<file path="config.mk">
export PLATFORM = sky130hd
export DESIGN_NAME = sideband_ctrl
export DESIGN_NICKNAME = d
export VERILOG_FILES = /design/src/rtl/sideband_pkg.sv /design/src/rtl/req_sync_if.sv /design/src/rtl/req_sync.sv /design/src/rtl/sideband_ctrl.sv
export SDC_FILE = /design/constraint.sdc
export NUM_CORES = 1
export LEC_CHECK = 0
export BUFFER_PORTS_ARGS = -buffer_cell sky130_fd_sc_hd__buf_2
export CELL_PAD_IN_SITES_DETAIL_PLACEMENT = 1
export CELL_PAD_IN_SITES_GLOBAL_PLACEMENT = 1
export CORE_MARGIN = 1
export CORE_UTILIZATION = 37
export CTS_BUF_LIST = sky130_fd_sc_hd__clkbuf_8 sky130_fd_sc_hd__clkbuf_16
export DETAILED_ROUTE_END_ITERATION = 10
export PLACE_DENSITY_LB_ADDON = 0.1
export SYNTH_ARGS = -nofsm -noshare
export SYNTH_HDL_FRONTEND = slang
export SYNTH_SLANG_ARGS = --single-unit
</file>
<file path="constraint.sdc">
create_clock -name clock -period 1.5 [get_ports clock]
set_input_delay 0.15 -clock clock [delete_from_list [all_inputs] [get_ports clock]]
set_output_delay 0.15 -clock clock [all_outputs]
set_load 0.02 [all_outputs]
</file>
<file path="src/rtl/sideband_pkg.sv">
// Purpose: shared constants and types for the sideband request control
// Assumes: one processor clock domain, asynchronous active-low reset
// Notes: request pins are active low
package sideband_pkg;

    // =====================================================================
    // request levels and reset values
    // =====================================================================
    localparam logic REQ_INACTIVE = 1'h1;
    localparam logic SYNC_RESET = 1'h1;
    localparam logic OFF = 1'h0;
    localparam logic ON = 1'h1;

    // =====================================================================
    // acknowledge transaction kinds
    // =====================================================================
    localparam logic ACK_KIND_MGMT = 1'h0;
    localparam logic ACK_KIND_HALT = 1'h1;

    // =====================================================================
    // startup: edges after reset release before the strap is judged
    // =====================================================================
    localparam logic [1:0] STARTUP_CYCLES = 2'h3;
    localparam logic [1:0] STARTUP_RESET = 2'h0;

    // =====================================================================
    // control states
    // =====================================================================
    typedef enum logic [2:0] {
        ST_RUN,
        ST_SAVE,
        ST_MGMT_ACK,
        ST_HALT_ACK,
        ST_HALTED,
        ST_SLEEP
    } ctl_state_e;

endpackage : sideband_pkg

</file>
<file path="src/rtl/req_sync_if.sv">
// Purpose: carries synchronised request levels between modules
// Assumes: all signals on the processor clock
// Notes: levels stay active low
`timescale 1ns/1ps
interface req_sync_if;
    logic mgmtReqN;
    logic haltReqN;
    logic sleepReqN;

    modport src (output mgmtReqN, output haltReqN, output sleepReqN);
    modport dst (input mgmtReqN, input haltReqN, input sleepReqN);
endinterface : req_sync_if

</file>
<file path="src/rtl/req_sync.sv">
// Purpose: two-flop synchronisers for the asynchronous request pins
// Assumes: pins may change at any time relative to clock
// Notes: first stage is read only by the second stage
`timescale 1ns/1ps
module req_sync
    import sideband_pkg::*;
(
    // clock and reset
    input wire logic clock,
    input wire logic rst_n,
    // raw pins
    input wire logic mgmtInterruptReqN,
    input wire logic clockHaltReqN,
    input wire logic sleepReqN,
    // synchronised levels
    req_sync_if.src sy
);

    // =====================================================================
    // synchroniser stages
    // =====================================================================
    logic [2:0] stage1;
    logic [2:0] stage2;

    always_ff @(posedge clock or negedge rst_n) begin
        if (!rst_n) begin
            stage1 <= {3{SYNC_RESET}};
            stage2 <= {3{SYNC_RESET}};
        end else begin
            stage1 <= {mgmtInterruptReqN, clockHaltReqN, sleepReqN}; // see RULE12
            stage2 <= stage1; // see RULE15
        end
    end

    assign sy.mgmtReqN = stage2[2];
    assign sy.haltReqN = stage2[1];
    assign sy.sleepReqN = stage2[0];

    // =====================================================================
    // checks
    // =====================================================================
    property p_sync_two_stage;
        @(posedge clock) disable iff (!rst_n)
        (rst_n && $past(rst_n, 2)) |-> (stage2 == $past({mgmtInterruptReqN,
            clockHaltReqN, sleepReqN}, 2));
    endproperty
    a_sync_two_stage: assert property (p_sync_two_stage) // see RULE15
        else $error("request synchroniser is not two stages deep");

endmodule : req_sync

</file>
<file path="src/rtl/sideband_ctrl.sv">
// Purpose: management interrupt and clock-halt sideband control of the core
// Assumes: chipset drives the request pins asynchronously; bus interface
//          accepts acknowledge transactions with busAckReady
// Notes: clock enables steer the core clock gates; pinsDriveEn feeds pads
//
// Function
// RULE1 - management request may arrive anytime; accepted as asynchronous input
// RULE2 - accepted management request saves state and enters protected handler mode
// RULE3 - entering handler mode issues a management acknowledge on the bus
// RULE4 - after entry the core fetches from the handler, not the program
// RULE5 - management request active at reset release floats all outputs
// RULE6 - asserted halt request moves the core into clock-halt state
// RULE7 - entering clock-halt issues a halt acknowledge on the bus
// RULE8 - in clock-halt only bus interface and interrupt controller keep clocks
// RULE9 - in clock-halt snoops and interrupt service continue
// RULE10 - removed halt request re-enables all clocks and resumes execution
// RULE11 - halt request never touches bus clock; only core clocks gate
// RULE12 - halt request is an asynchronous input
// RULE13 - sleep request in clock-halt stops all clocks but the clock loop
// RULE14 - removed sleep request returns to clock-halt, bus clock restarts
// RULE15 - each request passes a two-flop synchroniser first
// RULE16 - halt acknowledge goes out before core clocks are gated
`timescale 1ns/1ps
module sideband_ctrl
    import sideband_pkg::*;
(
    // clock and reset
    input wire logic clock,
    input wire logic rst_n,
    // request pins from chipset
    input wire logic mgmtInterruptReqN,
    input wire logic clockHaltReqN,
    input wire logic sleepReqN,
    // core and bus interface handshakes
    input wire logic busAckReady,
    input wire logic handlerReturn,
    // acknowledge transaction to the bus
    output logic busAckValid,
    output logic busAckKind,
    // core control
    output logic saveState,
    output logic handlerFetch,
    output logic handlerMode,
    output logic resumeExec,
    // clock gates and service enables
    output logic coreClkEn,
    output logic busClkEn,
    output logic intCtrlClkEn,
    output logic snoopEn,
    output logic intServiceEn,
    // pad drive
    output logic pinsDriveEn
);

    // =====================================================================
    // synchronisers
    // =====================================================================
    req_sync_if sy ();

    req_sync u_sync (
        .clock(clock),
        .rst_n(rst_n),
        .mgmtInterruptReqN(mgmtInterruptReqN),
        .clockHaltReqN(clockHaltReqN),
        .sleepReqN(sleepReqN),
        .sy(sy)
    );

    logic haltActive;
    logic sleepActive;
    assign haltActive = ~sy.haltReqN;
    assign sleepActive = ~sy.sleepReqN;

    // =====================================================================
    // startup and output float strap
    // =====================================================================
    logic [1:0] startCnt;
    logic startDone;

    // strap judged only once the synchroniser holds the level seen at release
    always_ff @(posedge clock or negedge rst_n) begin
        if (!rst_n) begin
            startCnt <= STARTUP_RESET;
            startDone <= OFF;
            pinsDriveEn <= OFF;
        end else if (!startDone) begin
            startCnt <= startCnt + 2'h1;
            if (startCnt == STARTUP_CYCLES - 2'h1) begin
                startDone <= ON;
                pinsDriveEn <= sy.mgmtReqN; // see RULE5
            end
        end
    end

    // =====================================================================
    // management request capture
    // =====================================================================
    logic mgmtPrev;
    logic mgmtPending;
    logic mgmtTaken;
    ctl_state_e state;
    ctl_state_e next_state;

    assign mgmtTaken = (state == ST_RUN) && (next_state == ST_SAVE);

    always_ff @(posedge clock or negedge rst_n) begin
        if (!rst_n) begin
            mgmtPrev <= REQ_INACTIVE;
        end else begin
            mgmtPrev <= sy.mgmtReqN;
        end
    end

    // an edge in the same cycle as the take wins over the clear
    always_ff @(posedge clock or negedge rst_n) begin
        if (!rst_n) begin
            mgmtPending <= OFF;
        end else if (startDone && mgmtPrev && !sy.mgmtReqN) begin
            mgmtPending <= ON; // see RULE1
        end else if (mgmtTaken) begin
            mgmtPending <= OFF;
        end
    end

    // =====================================================================
    // control state machine
    // =====================================================================
    // halt wins over a pending management request; no nesting in the handler
    always_comb begin
        next_state = state;
        unique case (state)
            ST_RUN: begin
                if (startDone && haltActive) begin
                    next_state = ST_HALT_ACK; // see RULE6
                end else if (startDone && mgmtPending && !handlerMode) begin
                    next_state = ST_SAVE; // see RULE2
                end
            end
            ST_SAVE: begin
                next_state = ST_MGMT_ACK; // see RULE3
            end
            ST_MGMT_ACK: begin
                if (busAckReady) begin
                    next_state = ST_RUN; // see RULE4
                end
            end
            ST_HALT_ACK: begin
                if (busAckReady) begin
                    next_state = ST_HALTED; // see RULE16
                end
            end
            ST_HALTED: begin
                if (sleepActive) begin
                    next_state = ST_SLEEP; // see RULE13
                end else if (!haltActive) begin
                    next_state = ST_RUN; // see RULE10
                end
            end
            ST_SLEEP: begin
                if (!sleepActive) begin
                    next_state = ST_HALTED; // see RULE14
                end
            end
            default: begin
                next_state = ST_RUN;
            end
        endcase
    end

    always_ff @(posedge clock or negedge rst_n) begin
        if (!rst_n) begin
            state <= ST_RUN;
        end else begin
            state <= next_state;
        end
    end

    // =====================================================================
    // bus acknowledge and core control
    // =====================================================================
    always_ff @(posedge clock or negedge rst_n) begin
        if (!rst_n) begin
            busAckValid <= OFF;
            busAckKind <= ACK_KIND_MGMT;
        end else begin
            busAckValid <= (next_state == ST_MGMT_ACK) || (next_state == ST_HALT_ACK); // see RULE7
            busAckKind <= (next_state == ST_HALT_ACK) ? ACK_KIND_HALT : ACK_KIND_MGMT;
        end
    end

    always_ff @(posedge clock or negedge rst_n) begin
        if (!rst_n) begin
            saveState <= OFF;
            handlerFetch <= OFF;
            resumeExec <= OFF;
        end else begin
            saveState <= mgmtTaken; // see RULE2
            handlerFetch <= (state == ST_MGMT_ACK) && (next_state == ST_RUN); // see RULE4
            resumeExec <= (state == ST_HALTED) && (next_state == ST_RUN); // see RULE10
        end
    end

    always_ff @(posedge clock or negedge rst_n) begin
        if (!rst_n) begin
            handlerMode <= OFF;
        end else if ((state == ST_MGMT_ACK) && busAckReady) begin
            handlerMode <= ON; // see RULE2
        end else if ((state == ST_RUN) && handlerReturn) begin
            handlerMode <= OFF;
        end
    end

    // =====================================================================
    // clock gates
    // =====================================================================
    // core stays clocked through the halt acknowledge so it reaches the bus
    always_ff @(posedge clock or negedge rst_n) begin
        if (!rst_n) begin
            coreClkEn <= ON;
            busClkEn <= ON;
            intCtrlClkEn <= ON;
            snoopEn <= ON;
            intServiceEn <= ON;
        end else begin
            coreClkEn <= (next_state != ST_HALTED) && (next_state != ST_SLEEP); // see RULE8
            busClkEn <= (next_state != ST_SLEEP); // see RULE11
            intCtrlClkEn <= (next_state != ST_SLEEP); // see RULE8
            snoopEn <= (next_state != ST_SLEEP); // see RULE9
            intServiceEn <= (next_state != ST_SLEEP); // see RULE9
        end
    end

    // =====================================================================
    // checks
    // =====================================================================
    property p_mgmt_capture;
        @(posedge clock) disable iff (!rst_n)
        (startDone && mgmtPrev && !sy.mgmtReqN) |=> mgmtPending;
    endproperty
    a_mgmt_capture: assert property (p_mgmt_capture) // see RULE1
        else $error("management request edge was lost");

    property p_save_then_ack;
        @(posedge clock) disable iff (!rst_n)
        saveState |=> (busAckValid && (busAckKind == ACK_KIND_MGMT));
    endproperty
    a_save_then_ack: assert property (p_save_then_ack) // see RULE3
        else $error("no management acknowledge after state save");

    property p_handler_entry;
        @(posedge clock) disable iff (!rst_n)
        (busAckValid && (busAckKind == ACK_KIND_MGMT) && busAckReady)
            |=> (handlerFetch && handlerMode) ##1 !handlerFetch;
    endproperty
    a_handler_entry: assert property (p_handler_entry) // see RULE4
        else $error("handler fetch not started after acknowledge");

    property p_float_strap;
        @(posedge clock) disable iff (!rst_n)
        $rose(startDone) |-> (pinsDriveEn == $past(sy.mgmtReqN));
    endproperty
    a_float_strap: assert property (p_float_strap) // see RULE5
        else $error("output float strap not taken at release");

    property p_float_hold;
        @(posedge clock) disable iff (!rst_n)
        (startDone && !pinsDriveEn) |=> !pinsDriveEn;
    endproperty
    a_float_hold: assert property (p_float_hold) // see RULE5
        else $error("outputs left float mode before reset");

    property p_halt_entry;
        @(posedge clock) disable iff (!rst_n)
        (startDone && (state == ST_RUN) && haltActive)
            |=> (busAckValid && (busAckKind == ACK_KIND_HALT) && coreClkEn);
    endproperty
    a_halt_entry: assert property (p_halt_entry) // see RULE7
        else $error("halt request did not start halt acknowledge");

    property p_ack_before_gate;
        @(posedge clock) disable iff (!rst_n)
        $fell(coreClkEn) |-> $past(busAckValid && busAckKind && busAckReady);
    endproperty
    a_ack_before_gate: assert property (p_ack_before_gate) // see RULE16
        else $error("core clocks gated before halt acknowledge");

    property p_halted_units;
        @(posedge clock) disable iff (!rst_n)
        (state == ST_HALTED) |-> (!coreClkEn && busClkEn && intCtrlClkEn
            && snoopEn && intServiceEn);
    endproperty
    a_halted_units: assert property (p_halted_units) // see RULE8 RULE9 RULE11
        else $error("wrong clock gating in clock-halt state");

    property p_resume;
        @(posedge clock) disable iff (!rst_n)
        ((state == ST_HALTED) && !haltActive && !sleepActive)
            |=> (coreClkEn && resumeExec && (state == ST_RUN));
    endproperty
    a_resume: assert property (p_resume) // see RULE10
        else $error("no resume after halt request removed");

    property p_sleep;
        @(posedge clock) disable iff (!rst_n)
        ((state == ST_HALTED) && sleepActive)
            |=> (!coreClkEn && !busClkEn && !intCtrlClkEn && !snoopEn);
    endproperty
    a_sleep: assert property (p_sleep) // see RULE13
        else $error("sleep did not stop all clocks");

    property p_wake;
        @(posedge clock) disable iff (!rst_n)
        ((state == ST_SLEEP) && !sleepActive)
            |=> (busClkEn && !coreClkEn && (state == ST_HALTED));
    endproperty
    a_wake: assert property (p_wake) // see RULE14
        else $error("sleep exit did not return to clock-halt");

endmodule : sideband_ctrl

</file>
==> results of run 1 <==
==> kinds of logic (layout without fill, tap and decap cells) <==
family                     after synthesis  after routing
xor gates and xnor gates                 1              1
adders and majority gates                1              1
AOI/OAI and AO/OA                       13             13
and+or+nand+nor                         19             19
DFF                                     23             23
buffers and inverters                    6             34
muxes                                    1              1
==> state kept, by name, summed over array words and instances, names as in the netlist, 2 cells and up <==
| signal | flops |
|---|---|
| state | 3 |
| u_sync.stage1 | 3 |
| startCnt | 2 |
| u_sync.stage2 | 3 |
==> area by class of cell <==
cell class / instances / share of cell area (%)
Sequential cell: 23 / 53.72
Multi-Input combinational cell: 35 / 22.45
Timing Repair Buffer: 27 / 15.35
Clock buffer: 3 / 3.780
Clock inverter: 1 / 0.4582
Tap cell: 28 / 3.207
Inverter: 3 / 1.031
==> per-layer routing <==
| metal | up-vias | share of wire, % | track usage, % |
|---|---|---|---|
| li1 | 273 | - | - |
| met1 | 286 | 47 | 19.80 |
| met3 | 2 | 3.0 | 3.939 |
| met2 | 10 | 49 | 22.89 |
| met5 | - | 0 | 0 |
| met4 | 0 | 1.1 | 10.00 |
==> synth_stat cells, drive strengths merged, types with 2 or more instances <==
library cell	n
nor2b	3
nand2b	3
a21o	4
a22o	2
nand2	5
nor2	3
dfstp	9
and3	2
dfrtp	14
a221oi	2
buf	3
inv	3
==> worst paths after layout <==
check / start / endpoint / cells past startpoint / slack (ns)
setup / recovery: state[2] / mgmtPending / 3 / -0.008
hold / removal: busAckReady / busAckValid / 2 / 0.15
setup reg to reg: state[2] / mgmtPending / 3 / -0.008
hold reg to reg: u_sync.stage1[1] / u_sync.stage2[1] / 0 / 0.36
max in group asynchronous: rst_n / u_sync.stage2[2] / 2 / 0.75
min in group asynchronous: rst_n / state[2] / 2 / 0.39
==> power groups by stage <==
stage / clock, mW / sequential (mW) / combinational (mW)
floorplan: 0 / 0.955 / 0.288
global placement: 0 / 0.834 / 0.635
detailed placement: 0 / 0.840 / 0.647
CTS: 0.394 / 0.835 / 0.677
global route: 0.411 / 0.849 / 0.739
finish: 0.378 / 0.832 / 0.667
==> worst max-delay path, cell delays in order, from the launching register on <==
cell and delay, ns:
dfrtp_1 0.39, or4b_4 0.54, a221o_1 0.32, a21o_1 0.16
==> what timing repair did <==
item,4_1_cts,5_1_grt
setup endpoints to repair,1,1
hold buffers,4,0
resized for setup,1,0
hold endpoints to repair,17,0
==> run metrics, run 1 <==
unrepaired setup endpoints after global routing true; Period minus WS final 1.508 ns; Vias ~570; CTS Buf Count 3; first-pass GRT wire length 2704 microns; placed cell area 1002 sq um; Hold Path Class input pin to register; number of global-route vias before repair roughly 570; Critical Path Start Type register; layout overhead on the synthesized area 26.71%; Initial DRC Count 1; worst setup margin -0.008367 ns; P_int 1.260 mW; share of layout cells above drive strength 1 43.48%; Slew Limit Fails 0; synth unique cells 24; fin cells 120; total negative setup slack -0.008367 ns; DR WL/cell 13.26 microns; CTS tree built; clk root buf clkbuf_8; multi-input gate area in the final layout 245.2 sq um; share of flip-flops with an asynchronous set or reset 100.0%; post-synth top area share 40.64%; Sequential Power Share 44.3%; warning count from the yosys run 0; Post-DP HPWL 1066 microns; crit share post-route 100.6%; Final Skew 0.005388 ns; dpl ws 0.006416 ns; simple-gate share of the synthesized area about an eighth; # nets final 101; failing checks setup timing; Std-Cell Rows 17; commonest cells after routing, fill and taps aside buf_2 (18), dfrtp_1 (14), dfstp_2 (9); Total Wirelength 1591 microns; Hold Vio Cnt, Final 0; Setup Fix Bufs, Post-CTS 0; Comb pwr share a little over a third; WHS ~0.15 ns; maximum VDD drop 739.4 uV; Tot Pwr 1.877 mW; Die Area between 2000 and 3000 sq um; #FFs+latches synth 23; Crit. End Element register; via/cell ratio 4.758; switching power total 0.6169 mW; max-cap violation count 0; Routed Antenna Nets 0; Leak 0.5196 nW; Post-synth EDFFs 0; Switching Share 32.87%; Synth area leaders dfrtp_1 (41%), dfstp_2 (27%), a21o_1 (3.5%); Die Ht 50.27 microns; largest net degree at the start of global routing 24; fillers 243; antenna violations before repair 0; leading cell type in the layout, fill and taps excluded buf_2; Synth Flop Type dfrtp_1; Die W between 50 and 60 microns; Slew HR approximately two thirds; critical path peak fanout 2; Synth Instances 64; CTS sink count 23; register area 586.8 sq um; Clk pwr share 20.2%; grt ovf 0; cell area after layout between 1000 and 1500 sq um; status complete, but fails checks; Worst-path clk slew approximately 0.080 ns; Clock Latency Late Sink 0.26 ns; fmax 663.0 MHz; final setup vio count 1; syn_nets 72; proportion of synthesized area in mux cells approximately 1.3%; cell taking the most area after synthesis dfrtp_1; fin util between 40% and 50%; largest family of logic cells by synthesized area simple AND/OR/NAND/NOR gates; post-synthesis adder-cell area fraction 1.451%; Initial Util between 30% and 40%; gr usage total 15.43%; Slew @ Worst Pin just over 0.5 ns; DRC Markers 0; number of H-tree levels 1; DP Cell Count 112; I/O Buffers 18; core area 2212 sq um; Compound-Gate Fraction of Synth Area between 10% and 20%; Avg Cell Area, Syn 13.47 sq um; share of the yosys chip area belonging to registers around two thirds; DR pass1 iterations 2; synthesized area 862.1 sq um; Post-Synth XOR/XNOR Area 1.016%; Critical Setup Path Class register to register; worst-case clock buffer depth 2; n_diodes 0; pwr dens 1718 nW/um^2; crit path DAT between 1.5 and 2 ns; Top Ports 19; GPL Wtd Cong between 0.7 and 0.8; Worst EP required 1.65 ns
(Power assumes the default switching activity.)
==> run 2: changes to the inputs <==
--- a/config.mk
+++ b/config.mk
@@ -7,12 +7,13 @@
 export LEC_CHECK = 0
 export BUFFER_PORTS_ARGS = -buffer_cell sky130_fd_sc_hd__buf_2
 export CELL_PAD_IN_SITES_DETAIL_PLACEMENT = 1
-export CELL_PAD_IN_SITES_GLOBAL_PLACEMENT = 1
+export CELL_PAD_IN_SITES_GLOBAL_PLACEMENT = 2
 export CORE_MARGIN = 1
-export CORE_UTILIZATION = 37
+export CORE_UTILIZATION = 31
 export CTS_BUF_LIST = sky130_fd_sc_hd__clkbuf_8 sky130_fd_sc_hd__clkbuf_16
 export DETAILED_ROUTE_END_ITERATION = 10
 export PLACE_DENSITY_LB_ADDON = 0.1
+export SKIP_LAST_GASP = 1
 export SYNTH_ARGS = -nofsm -noshare
 export SYNTH_HDL_FRONTEND = slang
 export SYNTH_SLANG_ARGS = --single-unit
==> run 2 against run 1 <==
Against the previous run: the run now ends clean; wire length down 0.25%; worst setup slack gained 0.020 ns; maximum frequency grew 1.3%; critical endpoint unchanged; design area rose by 0.23%; clock-buffer cell count did not move; utilization down 6.4 points; largest power group unchanged.
==> run metrics, run 2 (same netlist as run 1, synthesis figures left out) <==
fin util 43.02%; Critical Setup Path Class register to register; Final Skew a little under 0.0008 ns; Hold Path Class input pin to register; number of H-tree levels 1; CTS Buf Count 3; CTS tree built; crit share post-route between 90% and 100%; final setup vio count 0; Leak 0.5196 nW; total negative setup slack 0 ns; Vias 576; share of layout cells above drive strength 1 43.48%; antenna violations before repair 0; critical path peak fanout 2; crit path DAT 1.65 ns; Std-Cell Rows 18; Die Ht 54.74 microns; CP top delay family simple AND/OR/NAND/NOR gates; P_int 1.260 mW; fmax 671.8 MHz; Switching Share approximately a third; Top Ports 19; Worst Setup SP state[2]; GPL Wtd Cong between 0.6 and 0.7; Comb pwr share 35.3%; CP bufs+invs 0; via/cell ratio 4.721; gr usage total 13.51%; Slew HR 67.72%; Total Wirelength 1587 microns; CTS sink count 23; Initial Util 33.87%; cells along the critical path or4b_4 -> a221o_1 -> a21o_1; worst-case clock buffer depth 2; unrepaired setup endpoints after global routing true; Die W 54.74 microns; grt ovf 0; Crit. End Element register; layout overhead on the synthesized area 27.00%; number of global-route vias before repair between 500 and 600; top flop regs state (3), u_sync.stage1 (3), u_sync.stage2 (3); commonest cells after routing, fill and taps aside buf_2 (18), dfrtp_1 (14), dfstp_2 (9); first-pass GRT wire length 2587 microns; I/O Buffers 18; Critical Path Start Type register; Worst-path clk slew 0.08 ns; Die Area 2996 sq um; Slew @ Worst Pin between 0.4 and 0.5 ns; maximum VDD drop 782.7 uV; switching power total 0.6130 mW; n_diodes 0; pwr dens 1711 nW/um^2; core area between 2000 and 3000 sq um; Period minus WS final between 1 and 1.5 ns; Clk pwr share 20.4%; Sequential Power Share 44.4%; Routed Antenna Nets 0; hold path startpoint busAckReady; max-cap violation count 0; Tot Pwr 1.873 mW; Clock Latency Late Sink 0.27 ns; Slew Limit Fails 0; Initial DRC Count 3; status finished, final reports clean; DR pass1 iterations 3; Hold Vio Cnt, Final 0; largest net degree at the start of global routing 24; CP max-delay cell or4b_4; Setup Fix Bufs, Post-CTS 0; clk root buf clkbuf_8; CP max stage delay approximately 0.53 ns; leading cell type in the layout, fill and taps excluded buf_2; Worst EP required approximately 1.7 ns; # nets final ~100; DR WL/cell 13.01 microns; Crit Reg-Reg Startpoint state[2]; DRC Markers 0
[run 2: cell counts in the layout (fill, tap and decap cells not counted)]
Identical to the previous run, type by type.
[run 2: repair_timing]
action	CTS	global route
setup endpoints to repair	0	1
gates resized for setup	0	1
hold buffers	4	0
endpoints found under the hold margin	17	0
[run 2: per-layer routing]
metal  vias up  GRT usage (%)  part of all wire [%]
met2        19          18.88                    42
met1       277          16.67                    48
met5         -              0                     0
met4         0          12.82                   4.2
li1        275              -                     -
met3         5          3.333                   4.8
[run 2: per-stage QoR]
step,hold WS [ns],instance area [sq um],instances,worst slack (ns)
global route,0.1626,1095,122,-0.02363
floorplan,-0.1456,862.1,64,-0.007024
finish,0.1488,1095,122,0.01145
global placement,0.1471,1005,114,0.02612
detailed placement,0.1481,1005,114,0.007584
CTS,0.1409,1091,122,0.001447
[run 2: final cells by class]
| type | count | area [sq um] |
|---|---|---|
| well taps | 30 | 37.54 |
| repair buffers | 27 | 167.7 |
| flip-flops and latches | 23 | 586.8 |
| clock inverters | 1 | 5.005 |
| fillers | 283 | 1450 |
| multi-input cells | 35 | 245.2 |
| inverters | 3 | 11.26 |
| clock buffers | 3 | 41.29 |
[run 2: worst register-to-register path: cells and delay by family, from the launching register on]
kind	cells	cell delay (ns)
simple gates	1	0.53
flops	1	0.38
compound gates	2	0.47
[run 2: power by group through the flow]
| stage | logic, mW | registers (mW) | clock network, mW |
|---|---|---|---|
| 2_1_floorplan | 0.288 | 0.955 | 0 |
| 3_3_place_gp | 0.644 | 0.834 | 0 |
| 3_5_place_dp | 0.647 | 0.842 | 0 |
| 4_1_cts | 0.658 | 0.831 | 0.406 |
| 5_1_grt | 0.730 | 0.851 | 0.422 |
| 6_report | 0.660 | 0.831 | 0.382 |
[run 2: path summary, 6_finish.rpt]
kind	end	slack, ns	cells past startpoint
worst max-delay path	mgmtPending	0.01	3
worst min-delay path	busAckValid	0.15	2
worst max register to register	mgmtPending	0.01	3
worst min register to register	u_sync.stage2[1]	0.36	0
max in group asynchronous	u_sync.stage1[0]	0.78	2
min in group asynchronous	handlerMode	0.37	2
